==> config.mk <==
export PLATFORM = sky130hd
export DESIGN_NAME = tic_host_flat
export DESIGN_NICKNAME = d
export VERILOG_FILES = /design/src/tic_pkg.sv /design/src/tic_if.sv /design/src/tic_host.sv /design/src/flat_wrapper.sv
export VERILOG_INCLUDE_DIRS = /design/src /design/src/src
export SDC_FILE = /design/constraint.sdc
export NUM_CORES = 1
export LEC_CHECK = 0
export ABC_AREA = 0
export BUFFER_PORTS_ARGS = -buffer_cell sky130_fd_sc_hd__buf_2
export CAP_MARGIN = 40
export CORE_MARGIN = 2
export CORE_UTILIZATION = 62
export DETAILED_ROUTE_END_ITERATION = 10
export GPL_ROUTABILITY_DRIVEN = 1
export GPL_TIMING_DRIVEN = 0
export MAX_ROUTING_LAYER = met4
export PLACE_DENSITY = 0.87
export RECOVER_POWER = 100
export SYNTH_ARGS = -nofsm -noshare
export SYNTH_HDL_FRONTEND = slang
export SYNTH_SLANG_ARGS = --single-unit
==> constraint.sdc <==
create_clock -name ref_clk_i -period 5.5 [get_ports ref_clk_i]
set_input_delay 0.275 -clock ref_clk_i [delete_from_list [all_inputs] [get_ports ref_clk_i]]
set_output_delay 0.275 -clock ref_clk_i [all_outputs]
set_load 0.02 [all_outputs]
==> src/tic_regs.svh <==
`ifndef TIC_REGS_SVH
`define TIC_REGS_SVH

// Operation codes and command descriptor lengths.
`define TIC_OP_LIMITS   8'h05
`define TIC_OP_RDBUF    8'h3C
`define TIC_GRP0        3'h0
`define TIC_GRP1        3'h1
`define TIC_LEN_GRP0    4'h6
`define TIC_LEN_GRP1    4'hA

// Block-limits record contents.
`define TIC_REC_LEN     24'h000006
`define TIC_MAX_LEN     24'h03C000
`define TIC_MAX_LEN_ND  24'h028000
`define TIC_MIN_LEN     16'h0001

// Microcode-image read fields.
`define TIC_MODE_IMAGE  3'h1
`define TIC_IMG_LEN     24'h054E28

// Sense keys.
`define TIC_SK_NONE     4'h0
`define TIC_SK_ILLEGAL  4'h5
`define TIC_SK_ABORTED  4'hB

// Controller register byte offsets.
`define TIC_CMD         12'h000
`define TIC_ALLOC       12'h004
`define TIC_STATUS      12'h008
`define TIC_IRQ_STAT    12'h00C
`define TIC_IRQ_MASK    12'h010
`define TIC_LIMITS_MAX  12'h014
`define TIC_LIMITS_MIN  12'h018

// Field positions and reset values.
`define TIC_CMD_GO      0
`define TIC_CMD_OP      1
`define TIC_CMD_BUSY    8
`define TIC_ALLOC_RST   27'h1054E28
`define TIC_IRQ_DONE    0
`define TIC_IRQ_CHECK   1

`endif

==> src/tic_pkg.sv <==
package tic_pkg;

    typedef enum logic [4:0] {
        TIC_D_IDLE   = 5'h01,
        TIC_D_CDB    = 5'h02,
        TIC_D_CHECK  = 5'h04,
        TIC_D_SEND   = 5'h08,
        TIC_D_STATUS = 5'h10
    } tic_dev_e;

    typedef enum logic [2:0] {
        TIC_H_IDLE = 3'h1,
        TIC_H_CDB  = 3'h2,
        TIC_H_WAIT = 3'h4
    } tic_host_e;

    typedef logic [7:0] tic_byte_t;

    typedef struct packed {
        tic_dev_e             st;
        tic_byte_t [9:0]      cdb;
        logic      [3:0]      idx;
        logic      [3:0]      len;
        logic      [23:0]     cnt;
        logic      [23:0]     total;
        logic                 img;
        logic                 cdb_ready;
        logic                 data_valid;
        tic_byte_t            data_byte;
        logic                 status_valid;
        logic                 status_check;
        logic      [3:0]      status_sense;
    } tic_dev_s;

    typedef struct packed {
        tic_host_e            st;
        logic      [3:0]      idx;
        logic                 op;
        logic                 cdb_valid;
        tic_byte_t            cdb_byte;
        logic      [26:0]     alloc;
        logic      [1:0]      irq_stat;
        logic      [1:0]      irq_mask;
        logic                 irq;
        logic                 check;
        logic      [3:0]      sense;
        logic      [23:0]     rx_cnt;
        logic      [23:0]     lim_max;
        logic      [15:0]     lim_min;
        logic                 rx_valid;
        tic_byte_t            rx_byte;
        logic                 take;
        logic                 bus_fault;
        logic                 pready;
        logic      [31:0]     prdata;
        logic                 pslverr;
    } tic_host_s;

endpackage

==> src/tic_if.sv <==
`timescale 1ns/1ps
`default_nettype none
interface tic_if;
    logic       cdb_valid;
    logic [7:0] cdb_byte;
    logic       cdb_ready;
    logic       data_valid;
    logic [7:0] data_byte;
    logic       data_ready;
    logic       status_valid;
    logic       status_check;
    logic [3:0] status_sense;
    logic       bus_fault;

    modport dev (
        input  cdb_valid, cdb_byte, data_ready, bus_fault,
        output cdb_ready, data_valid, data_byte,
        output status_valid, status_check, status_sense
    );

    modport host (
        output cdb_valid, cdb_byte, data_ready, bus_fault,
        input  cdb_ready, data_valid, data_byte,
        input  status_valid, status_check, status_sense
    );
endinterface
`default_nettype wire

==> src/tic_host.sv <==
`timescale 1ns/1ps
`default_nettype none
`include "tic_regs.svh"

module tic_host (
    input  wire logic                ref_clk_i,
    input  wire logic                arst_n_i,
    input  wire logic [11:0]         paddr_i,
    input  wire logic                psel_i,
    input  wire logic                penable_i,
    input  wire logic                pwrite_i,
    input  wire logic [31:0]         pwdata_i,
    output logic [31:0]              prdata_o,
    output logic                     pready_o,
    output logic                     pslverr_o,
    output logic                     irq_o,
    output logic                     rx_valid_o,
    output tic_pkg::tic_byte_t       rx_byte_o,
    input  wire logic                rx_ready_i,
    input  wire logic                bus_fault_i,
    tic_if.host                      link
);
    import tic_pkg::*;

    tic_host_s s;
    tic_host_s next_s;
    logic      acc;
    logic      wr;
    logic [1:0] irq_set;
    logic [1:0] irq_clr;

    function automatic tic_byte_t cdb_byte(input logic [3:0]  i,
                                           input logic        op,
                                           input logic [26:0] a);
        cdb_byte = 8'h00;
        if (!op) begin
            if (i == 4'h0) cdb_byte = `TIC_OP_LIMITS;
        end else begin
            case (i)
                4'h0:    cdb_byte = `TIC_OP_RDBUF;
                4'h1:    cdb_byte = {5'h00, a[26:24]};
                4'h6:    cdb_byte = a[23:16];
                4'h7:    cdb_byte = a[15:8];
                4'h8:    cdb_byte = a[7:0];
                default: cdb_byte = 8'h00;
            endcase
        end
    endfunction

    always_comb begin
        next_s           = s;
        acc              = psel_i && penable_i && s.pready;
        wr               = acc && pwrite_i;
        irq_set          = 2'h0;
        irq_clr          = 2'h0;
        next_s.pready    = psel_i && penable_i && !s.pready;
        next_s.pslverr   = 1'b0;
        next_s.bus_fault = bus_fault_i;
        if (psel_i && penable_i && !s.pready) begin
            next_s.prdata = 32'h00000000;
            if (paddr_i == `TIC_CMD) begin
                next_s.prdata[`TIC_CMD_BUSY] = (s.st != TIC_H_IDLE);
                next_s.prdata[`TIC_CMD_OP]   = s.op;
            end else if (paddr_i == `TIC_ALLOC) begin
                next_s.prdata = {5'h00, s.alloc};
            end else if (paddr_i == `TIC_STATUS) begin
                next_s.prdata = {s.rx_cnt, 3'h0, s.check, s.sense};
            end else if (paddr_i == `TIC_IRQ_STAT) begin
                next_s.prdata = {30'h00000000, s.irq_stat};
            end else if (paddr_i == `TIC_IRQ_MASK) begin
                next_s.prdata = {30'h00000000, s.irq_mask};
            end else if (paddr_i == `TIC_LIMITS_MAX) begin
                next_s.prdata = {8'h00, s.lim_max};
            end else if (paddr_i == `TIC_LIMITS_MIN) begin
                next_s.prdata = {16'h0000, s.lim_min};
            end else begin
                next_s.pslverr = 1'b1;
            end
        end
        if (wr && paddr_i == `TIC_ALLOC) begin
            next_s.alloc = pwdata_i[26:0];
        end else if (wr && paddr_i == `TIC_IRQ_STAT) begin
            irq_clr = pwdata_i[1:0];
        end else if (wr && paddr_i == `TIC_IRQ_MASK) begin
            next_s.irq_mask = pwdata_i[1:0];
        end
        if (s.rx_valid && rx_ready_i) begin
            next_s.rx_valid = 1'b0;
        end
        case (s.st)
            TIC_H_IDLE: begin
                // A start while a command is running is ignored.
                if (wr && paddr_i == `TIC_CMD && pwdata_i[`TIC_CMD_GO]) begin
                    next_s.op        = pwdata_i[`TIC_CMD_OP];
                    next_s.idx       = 4'h0;
                    next_s.cdb_valid = 1'b1;
                    next_s.cdb_byte  = cdb_byte(4'h0, pwdata_i[`TIC_CMD_OP],
                                                s.alloc);
                    next_s.rx_cnt    = 24'h000000;
                    next_s.st        = TIC_H_CDB;
                end
            end
            TIC_H_CDB: begin
                if (s.cdb_valid && link.cdb_ready) begin
                    if (s.idx == (s.op ? `TIC_LEN_GRP1 : `TIC_LEN_GRP0) - 4'h1)
                    begin
                        next_s.cdb_valid = 1'b0;
                        next_s.st        = TIC_H_WAIT;
                    end else begin
                        next_s.idx      = s.idx + 4'h1;
                        next_s.cdb_byte = cdb_byte(s.idx + 4'h1, s.op,
                                                   s.alloc);
                    end
                end
            end
            TIC_H_WAIT: begin
                if (link.data_valid && s.take) begin
                    next_s.rx_cnt = s.rx_cnt + 24'h000001;
                    if (s.op) begin
                        next_s.rx_valid = 1'b1;
                        next_s.rx_byte  = link.data_byte;
                    end else if (s.rx_cnt == 24'h000001) begin
                        next_s.lim_max[23:16] = link.data_byte;
                    end else if (s.rx_cnt == 24'h000002) begin
                        next_s.lim_max[15:8] = link.data_byte;
                    end else if (s.rx_cnt == 24'h000003) begin
                        next_s.lim_max[7:0] = link.data_byte;
                    end else if (s.rx_cnt == 24'h000004) begin
                        next_s.lim_min[15:8] = link.data_byte;
                    end else if (s.rx_cnt == 24'h000005) begin
                        next_s.lim_min[7:0] = link.data_byte;
                    end
                end
                if (link.status_valid) begin
                    // Software retries after an aborted termination.
                    next_s.check                  = link.status_check;
                    next_s.sense                  = link.status_sense;
                    irq_set[`TIC_IRQ_DONE]        = 1'b1;
                    irq_set[`TIC_IRQ_CHECK]       = link.status_check;
                    next_s.st                     = TIC_H_IDLE;
                end
            end
            default: begin
                next_s.st = TIC_H_IDLE;
            end
        endcase
        // A new event in the cycle of its clear keeps the bit set.
        next_s.irq_stat = (s.irq_stat & ~irq_clr) | irq_set;
        next_s.irq      = |(next_s.irq_stat & next_s.irq_mask);
        next_s.take     = !next_s.rx_valid;
    end

    always_ff @(posedge ref_clk_i or negedge arst_n_i) begin
        if (!arst_n_i) begin
            s.st        <= TIC_H_IDLE;
            s.idx       <= 4'h0;
            s.op        <= 1'b0;
            s.cdb_valid <= 1'b0;
            s.cdb_byte  <= 8'h00;
            s.alloc     <= `TIC_ALLOC_RST;
            s.irq_stat  <= 2'h0;
            s.irq_mask  <= 2'h0;
            s.irq       <= 1'b0;
            s.check     <= 1'b0;
            s.sense     <= `TIC_SK_NONE;
            s.rx_cnt    <= 24'h000000;
            s.lim_max   <= 24'h000000;
            s.lim_min   <= 16'h0000;
            s.rx_valid  <= 1'b0;
            s.rx_byte   <= 8'h00;
            s.take      <= 1'b1;
            s.bus_fault <= 1'b0;
            s.pready    <= 1'b0;
            s.prdata    <= 32'h00000000;
            s.pslverr   <= 1'b0;
        end else begin
            s <= next_s;
        end
    end

    assign prdata_o        = s.prdata;
    assign pready_o        = s.pready;
    assign pslverr_o       = s.pslverr;
    assign irq_o           = s.irq;
    assign rx_valid_o      = s.rx_valid;
    assign rx_byte_o       = s.rx_byte;
    assign link.cdb_valid  = s.cdb_valid;
    assign link.cdb_byte   = s.cdb_byte;
    assign link.data_ready = s.take;
    assign link.bus_fault  = s.bus_fault;

endmodule
`default_nettype wire

==> src/flat_wrapper.sv <==
// flat-port wrapper written by rule: the top's interface ports become plain ports
module tic_host_flat import tic_pkg::*;
  (ref_clk_i, arst_n_i, paddr_i, psel_i, penable_i, pwrite_i, pwdata_i, prdata_o, pready_o, pslverr_o, irq_o, rx_valid_o, rx_byte_o, rx_ready_i, bus_fault_i, link_cdb_valid, link_cdb_byte, link_data_ready, link_bus_fault, link_cdb_ready, link_data_valid, link_data_byte, link_status_valid, link_status_check, link_status_sense);
  tic_if link_i ();
  input  wire logic ref_clk_i;
  input  wire logic arst_n_i;
  input  wire logic [11:0] paddr_i;
  input  wire logic psel_i;
  input  wire logic penable_i;
  input  wire logic pwrite_i;
  input  wire logic [31:0] pwdata_i;
  output logic [31:0] prdata_o;
  output logic pready_o;
  output logic pslverr_o;
  output logic irq_o;
  output logic rx_valid_o;
  output tic_pkg::tic_byte_t rx_byte_o;
  input  wire logic rx_ready_i;
  input  wire logic bus_fault_i;
  output wire logic [$bits(link_i.cdb_valid)-1:0] link_cdb_valid;
  output wire logic [$bits(link_i.cdb_byte)-1:0] link_cdb_byte;
  output wire logic [$bits(link_i.data_ready)-1:0] link_data_ready;
  output wire logic [$bits(link_i.bus_fault)-1:0] link_bus_fault;
  input wire logic [$bits(link_i.cdb_ready)-1:0] link_cdb_ready;
  input wire logic [$bits(link_i.data_valid)-1:0] link_data_valid;
  input wire logic [$bits(link_i.data_byte)-1:0] link_data_byte;
  input wire logic [$bits(link_i.status_valid)-1:0] link_status_valid;
  input wire logic [$bits(link_i.status_check)-1:0] link_status_check;
  input wire logic [$bits(link_i.status_sense)-1:0] link_status_sense;
  assign link_cdb_valid = link_i.cdb_valid;
  assign link_cdb_byte = link_i.cdb_byte;
  assign link_data_ready = link_i.data_ready;
  assign link_bus_fault = link_i.bus_fault;
  assign link_i.cdb_ready = link_cdb_ready;
  assign link_i.data_valid = link_data_valid;
  assign link_i.data_byte = link_data_byte;
  assign link_i.status_valid = link_status_valid;
  assign link_i.status_check = link_status_check;
  assign link_i.status_sense = link_status_sense;
  tic_host u_core (.ref_clk_i(ref_clk_i), .arst_n_i(arst_n_i), .paddr_i(paddr_i), .psel_i(psel_i), .penable_i(penable_i), .pwrite_i(pwrite_i), .pwdata_i(pwdata_i), .prdata_o(prdata_o), .pready_o(pready_o), .pslverr_o(pslverr_o), .irq_o(irq_o), .rx_valid_o(rx_valid_o), .rx_byte_o(rx_byte_o), .rx_ready_i(rx_ready_i), .bus_fault_i(bus_fault_i), .link(link_i));
endmodule
==> results of run 1 <==
[report_power, final]
group	switching (W)	internal (W)	leakage (nW)	total, W
sequential	0.0000108	0.00122	2.18	0.00123
combinational	0.0000948	0.0000564	1.91	0.000151
clock	0.000474	0.000631	0.256	0.00110
total	0.000580	0.00190	4.34	0.00248
[repair_timing]
item                                   in CTS  in global routing
endpoints found under the hold margin      38                  0
setup endpoints to repair                   0                  0
hold buffers                                2                  0
[cells by family (layout without fill, tap and decap cells)]
| logic type | after synthesis | after routing | synth area share, % |
|---|---|---|---|
| xor+xnor | 18 | 18 | 1.97 |
| mux | 81 | 81 | 11.4 |
| simple gates | 232 | 232 | 15.1 |
| buf+inv | 93 | 242 | 6.88 |
| flops | 163 | 163 | 51.2 |
| fa+ha+maj | 9 | 9 | 1.41 |
| compound gates | 135 | 135 | 12.0 |
[critical path: stages]
cell and delay [ns]:
buf_2 0.09, nor4_1 0.76, nand3b_2 0.34, nor3_1 1.20
clkbuf_1 0.60, mux2_2 0.40
[registers in the layout, indices dropped and copies added, names as in the netlist]
register / flops
u_core.rx_byte_o: 8
u_core.link.cdb_valid: 1
u_core.pslverr_o: 1
u_core.prdata_o: 32
u_core.s: 108
u_core.rx_valid_o: 1
u_core.link.cdb_byte: 8
u_core.irq_o: 1
u_core.link.data_ready: 1
u_core.link.bus_fault: 1
u_core.pready_o: 1
[routing by layer]
metal	vias to the layer above	GRT usage (%)	wire length, um
met5	-	-	0
met4	0	14.2	723
met3	67	6.69	1840
met2	372	48.4	9910
met1	3228	41.7	8340
li1	2877	-	-
[cell usage after synthesis, drive strengths merged (5+ instances only)]
master / instances
buf: 60
a31oi: 11
nand3: 29
a221oi: 5
nand4: 10
a22oi: 24
nor3b: 5
dfstp: 11
dfrtp: 152
mux2: 80
a21oi: 14
and3: 7
clkbuf: 19
nor4: 9
a22o: 6
nor2: 57
nor3: 17
nand2: 65
inv: 14
and2: 7
xor2: 14
ha: 9
o21ai: 35
a222oi: 11
[through the flow]
| stage | total power [W] | setup WS (ns) |
|---|---|---|
| after floorplan | 0.00132 | 3.33 |
| after global placement | 0.00140 | 1.75 |
| after detailed placement | 0.00140 | 3.10 |
| after CTS | 0.00249 | 3.00 |
| after global routing | 0.00256 | 1.94 |
| final | 0.00248 | 2.14 |
[area by class of cell]
| class | count | area (um2) |
|---|---|---|
| well taps | 172 | 215 |
| multi-input cells | 475 | 3270 |
| fillers | 964 | 3420 |
| clock inverters | 10 | 88.8 |
| repair buffers | 117 | 548 |
| inverters | 14 | 52.6 |
| flip-flops and latches | 163 | 4090 |
| plain buffers | 79 | 482 |
| clock buffers | 22 | 454 |
[how the worst max path moves through the flow]
| stage | start | to | slack (ns) |
|---|---|---|---|
| after floorplan | u_core.s[156] | u_core.link.cdb_byte[3] | 3.33 |
| after global placement | arst_n_i | u_core.prdata_o[26] | 1.75 |
| after detailed placement | u_core.s[157] | u_core.link.cdb_byte[4] | 3.10 |
| after CTS | u_core.s[155] | u_core.link.cdb_byte[5] | 3.00 |
| after global routing | paddr_i[9] | u_core.s[136] | 1.94 |
| final | paddr_i[9] | u_core.s[136] | 2.14 |
==> out/qor.yml, run 1 <==
logic_synthesis:
  yosysTopAreaCellShare_pct: 47.6
  synth-seq-cells: 163
  avgSynthCellArea_um2: 10.9
  ys_seq_area_share_pct: 51.2
  synth_ff_type: "dfrtp_1"
  ys_async_sr_fraction_pct: 100
  synthTopCellsByArea: "dfrtp_1, mux2_2, buf_4"
  ys_types: 64
  syn_nets: 807
  yosys.area.top_type: "dfrtp_1"
  ys_warn_count: 0
  synthesis.area_um2: 7990
  synth_cells: 731
  synth_edf_count: 0
die:
  num_rows: 41
  start_util_pct: 63.3
  die_h_um: 117
  top_level_ports: 122
  dieWidth_um: 117
  die-area_um2: 13800
  core-area_um2: 12600
global_route:
  antenna_found_initial: 0
  grt_pass1_vias: 6200
  track_usage_pct: 31.8
  grt_pass1_wl_mm: 32.7
  grt-ovfl-total: 0
  grt_max_degree: 123
placed_design:
  placed_cells: 1018
  gp_congestion: 0.919
  place_area_um2: 8810
  numPortBuffers: 114
  dpl.hpwl_mm: 14.9
finish:
  fin_cells: 1052
  final_core_util_pct: 72.9
  antenna_cells: 0
  final_area_um2: 9200
  post_route_cells_drive_above_1_share_pct: 25.6
  final_nets: 943
  final_common_cell: "dfrtp_1"
  area_delta_synth_final_pct: 15.2
  final_cell_mix: "dfrtp_1, clkbuf_1, mux2_2"
drt:
  drcViolationCount: 0
  vias_per_cell: 6.22
  dr.pass1.iters: 6
  wl_per_cell_um: 19.8
  dr_total_vias: 6544
  wl_mm: 20.8
  drt_iter0_drc: 775
  ant_nets: 0
timing:
  hold_ws_ns: 0.0647
  relSlewSlack_pct: -58.6
  tightest_slew_ns: 2.38
  finalClockSkew_ns: 0.00877
  rsz0062_at_grt: "false"
  fin_crit_ns: 3.36
  fmax_ghz: 0.298
  finalSetupTns_ns: 0
  final.period_utilization_pct: 61.1
  finalSetupViolCount: 0
  slew_viol_final: 42
  hold_viol: 0
worst_setup_path:
  critPathLaunchType: "input port"
  worstSetupEndpointType: "register"
  r2r_end: "u_core.link.cdb_byte[5]"
  ff2ff_setup_slack_ns: 2.55
  cp.required_ns: 5.82
  rr_worst_depth: 6
  crit_type: "input port to register"
  timing.rr.start: "u_core.s[160]"
  cp.arrival_ns: 3.68
  crit_fanout: 10
cts:
  numCtsBuffers: 17
  cts_root_buf: "clkbuf_16"
  clk_pin_slew_worst_paths_ns: 0.06
  cts_tree: "built"
  cts_buffer_depth: 2
  cts.sinks: 163
  post_cts_resized: 0
  clock_latency_ns: 0.43
  cts_htree_levels: 4
  post-cts-setup-buffers: 0
min_path:
  hold_start: "rx_ready_i"
  hold_depth: 2
  worstHoldPathType: "input port to register"
  whs_endpoint: "u_core.rx_valid_o"
power:
  ir_worst_vdd_mv: 0.270
  p_leak_nw: 4.34
  power.density_nw_per_um2: 270
flow_run:
  drv_cap: 2
outcome:
  failed_checks: "capacitance limit, slew limit"
  status: "finished with violations"
No activity file was read; power rests on OpenSTA's default activity.
==> inputs of run 2 (changes only) <==
--- a/config.mk
+++ b/config.mk
@@ -6,16 +6,16 @@
 export SDC_FILE = /design/constraint.sdc
 export NUM_CORES = 1
 export LEC_CHECK = 0
-export ABC_AREA = 0
+export ABC_AREA = 1
 export BUFFER_PORTS_ARGS = -buffer_cell sky130_fd_sc_hd__buf_2
 export CAP_MARGIN = 40
 export CORE_MARGIN = 2
-export CORE_UTILIZATION = 62
+export CORE_UTILIZATION = 52
 export DETAILED_ROUTE_END_ITERATION = 10
 export GPL_ROUTABILITY_DRIVEN = 1
 export GPL_TIMING_DRIVEN = 0
 export MAX_ROUTING_LAYER = met4
-export PLACE_DENSITY = 0.87
+export PLACE_DENSITY = 0.77
 export RECOVER_POWER = 100
 export SYNTH_ARGS = -nofsm -noshare
 export SYNTH_HDL_FRONTEND = slang
==> constraint.sdc (replaced) <==
create_clock -name ref_clk_i -period 2.87 [get_ports ref_clk_i]
set_input_delay 0.1435 -clock ref_clk_i [delete_from_list [all_inputs] [get_ports ref_clk_i]]
set_output_delay 0.1435 -clock ref_clk_i [all_outputs]
set_load 0.02 [all_outputs]
==> out/qor.yml, run 2 <==
power:
  power.density_nw_per_um2: 477
  ir_worst_vdd_mv: 0.404
  p_leak_nw: 5.33
  finalPower_w: 0.00495
worst_setup_path:
  max_stage_delay_ns: 0.69
  timing.rr.start: "u_core.s[161]"
  crit_start: "u_core.s[161]"
  worstSetupEndpointType: "register"
  cpMaxStageDelayCell: "nor3_2"
  path_cells: "nor3_4 -> inv_1 -> nor3_2 -> nand2_4 -> nand2_1 -> nand2_1"
  crit_type: "register to register"
  cp.required_ns: 3.20
  rr_worst_depth: 6
  crit_path_frequent_cell: "nand2_1"
  cp.arrival_ns: 2.77
  critPathLaunchType: "register"
  ff2ff_setup_slack_ns: 0.43
  cp-endpoint: "u_core.s[55]"
  r2r_end: "u_core.s[55]"
  crit_fanout: 9
global_route:
  grt-ovfl-total: 0
  met1_usage_pct: 41.6
  grt_pass1_vias: 7577
  track_usage_pct: 30.1
  grt_max_degree: 86
  grt_use_met2_pct: 43.1
  grt.met3_usage_pct: 5.56
  antenna_found_initial: 0
  grt_busiest_layer: "met2"
  grt_pass1_wl_mm: 40.2
timing:
  finalSetupViolCount: 0
  hold_viol: 0
  fin_crit_ns: 2.44
  final.period_utilization_pct: 85.1
  setup_slack_ns: 0.429
  finalClockSkew_ns: 0.0141
  fmax_ghz: 0.410
  relSlewSlack_pct: -35.6
  tightest_slew_ns: 2.03
  rsz0062_at_grt: "false"
  slew_viol_final: 79
finish:
  final_nets: 1340
  fin_cells: 1497
  final_core_util_pct: 63.0
  final_common_cell: "nand2_1"
  largest_register_ffs: 108
  top_register: "u_core.s"
  final_area_um2: 10400
  area_delta_synth_final_pct: 19.2
  post_route_cells_drive_above_1_share_pct: 15.6
  multi_input_area_um2: 3590
  antenna_cells: 0
  num-fill-cells: 1511
  final_cell_mix: "nand2_1, dfrtp_1, inv_1"
  regArea_um2: 4090
logic_synthesis:
  synth_commonest_cells: "nand2_1, dfrtp_1, inv_1"
  synthTopCellsByArea: "dfrtp_1, nand2_1, nand3_1"
  synth_ff_type: "dfrtp_1"
  avgSynthCellArea_um2: 7.95
  ys_types: 39
  synth-seq-cells: 163
  synth-xor-area-share_pct: 0.704
  synthesis.area_um2: 8700
  ys_async_sr_fraction_pct: 100
  synth_top_family_by_area: "simple AND/OR/NAND/NOR gates"
  ys_warn_count: 0
  synth_compound_area_share_pct: 9.75
  yosysMostFrequentCell: "nand2_1"
  yosys-mux-area-fraction_pct: 2.59
  yosys.area.top_type: "dfrtp_1"
  yosysTopAreaCellShare_pct: 43.7
  ys_seq_area_share_pct: 47.0
  synth_edf_count: 0
  syn_nets: 1171
  synthAdderAreaFrac_pct: 1.29
  synth_simple_gate_area_share_pct: 27.4
  synth_cells: 1095
placed_design:
  dpl.hpwl_mm: 18.4
  dp_slack_ns: 0.678
  gp_congestion: 0.983
  numPortBuffers: 116
  placed_cells: 1432
  place_area_um2: 9600
min_path:
  worstHoldPathType: "input port to register"
cts:
  cts_htree_levels: 4
  clk_pin_slew_worst_paths_ns: 0.07
  numCtsBuffers: 17
  clock_latency_ns: 0.44
  cts.sinks: 163
  cts_buffer_depth: 2
  cts_tree: "built"
  cts_root_buf: "clkbuf_16"
die:
  num_rows: 47
  dieWidth_um: 133
  core-area_um2: 16500
  top_level_ports: 122
  die_h_um: 133
  die-area_um2: 17800
  start_util_pct: 52.9
drt:
  drcViolationCount: 0
  ant_nets: 0
  drt_iter0_drc: 750
  dr.pass1.iters: 5
  dr_total_vias: 8115
  vias_per_cell: 5.42
  wl_per_cell_um: 16.8
  wl_mm: 25.1
outcome:
  failed_checks: "capacitance limit, slew limit"
  status: "finished with violations"
flow_run:
  drv_cap: 1
run 2: cell types whose count changed in the layout (fill, tap and decap cells not counted), sizes merged, moves of 9 or more:
cell,delta
a222oi,-11
nor2,+17
mux2,-60
nand3,+66
nand4,+15
dlygate4sd3,+31
clkbuf,-9
a22oi,-24
nand2,+251
inv,+122
o21ai,+77
a31oi,-11
run 2: layout make-up:
cell class	instances	share of cell area (%)
repair buffers	150	8.38
clock buffers	19	4.27
inverters	133	4.81
clock inverters	13	1.43
plain buffers	73	4.42
flip-flops and latches	163	39.4
well taps	220	2.65
multi-input cells	726	34.6
run 2: worst min-delay path by stage:
| stage | end | cells after the start | startpoint |
|---|---|---|---|
| after floorplan | u_core.irq_o | 0 | arst_n_i |
| after global placement | u_core.link.bus_fault | 1 | bus_fault_i |
| after detailed placement | u_core.rx_byte_o[3] | 1 | arst_n_i |
| after CTS | u_core.rx_byte_o[7] | 3 | link_data_byte[7] |
| after global routing | u_core.rx_byte_o[7] | 3 | link_data_byte[7] |
| final | u_core.rx_byte_o[7] | 3 | link_data_byte[7] |
run 2: logic make-up after synthesis:
group           after synthesis
mux                          20
xor+xnor                      7
flops                       163
compound gates              155
buf+inv                     206
fa+ha+maj                     9
simple gates                535
run 2: timing repair:
action / in CTS / in global routing
setup buffers: 0 / 0
hold buffers: 33 / 0
hold endpoints to repair: 108 / 0
endpoints found under the setup margin: 0 / 0
gates resized for setup: 0 / 0
run 2: critical path: cells and delay by family (launching register included):
family	cells	cell delay [ns]
buf+inv	1	0.35
flops	1	0.42
simple gates	5	1.57
run 2: report_power, final:
part           internal, W  total, W  switching (W)  leakage (nW)
combinational     0.000101  0.000300       0.000199          3.06
sequential         0.00232   0.00234      0.0000201          1.99
clock              0.00132   0.00231       0.000994         0.281
total              0.00374   0.00495        0.00121          5.33
run 2: metal layers:
layer,up-vias,part of all wire [%]
li1,3844,-
met4,0,3.9
met1,3800,43
met2,399,45
met5,-,0
met3,72,8.3
run 2: metrics by stage:
step | hold slack, ns | TNS [ns]
finish | 0.00981 | 0
floorplan | -0.152 | 0
global placement | 0.251 | -124.34
CTS | 0.00556 | 0
detailed placement | 0.166 | 0
global route | 0.00834 | 0
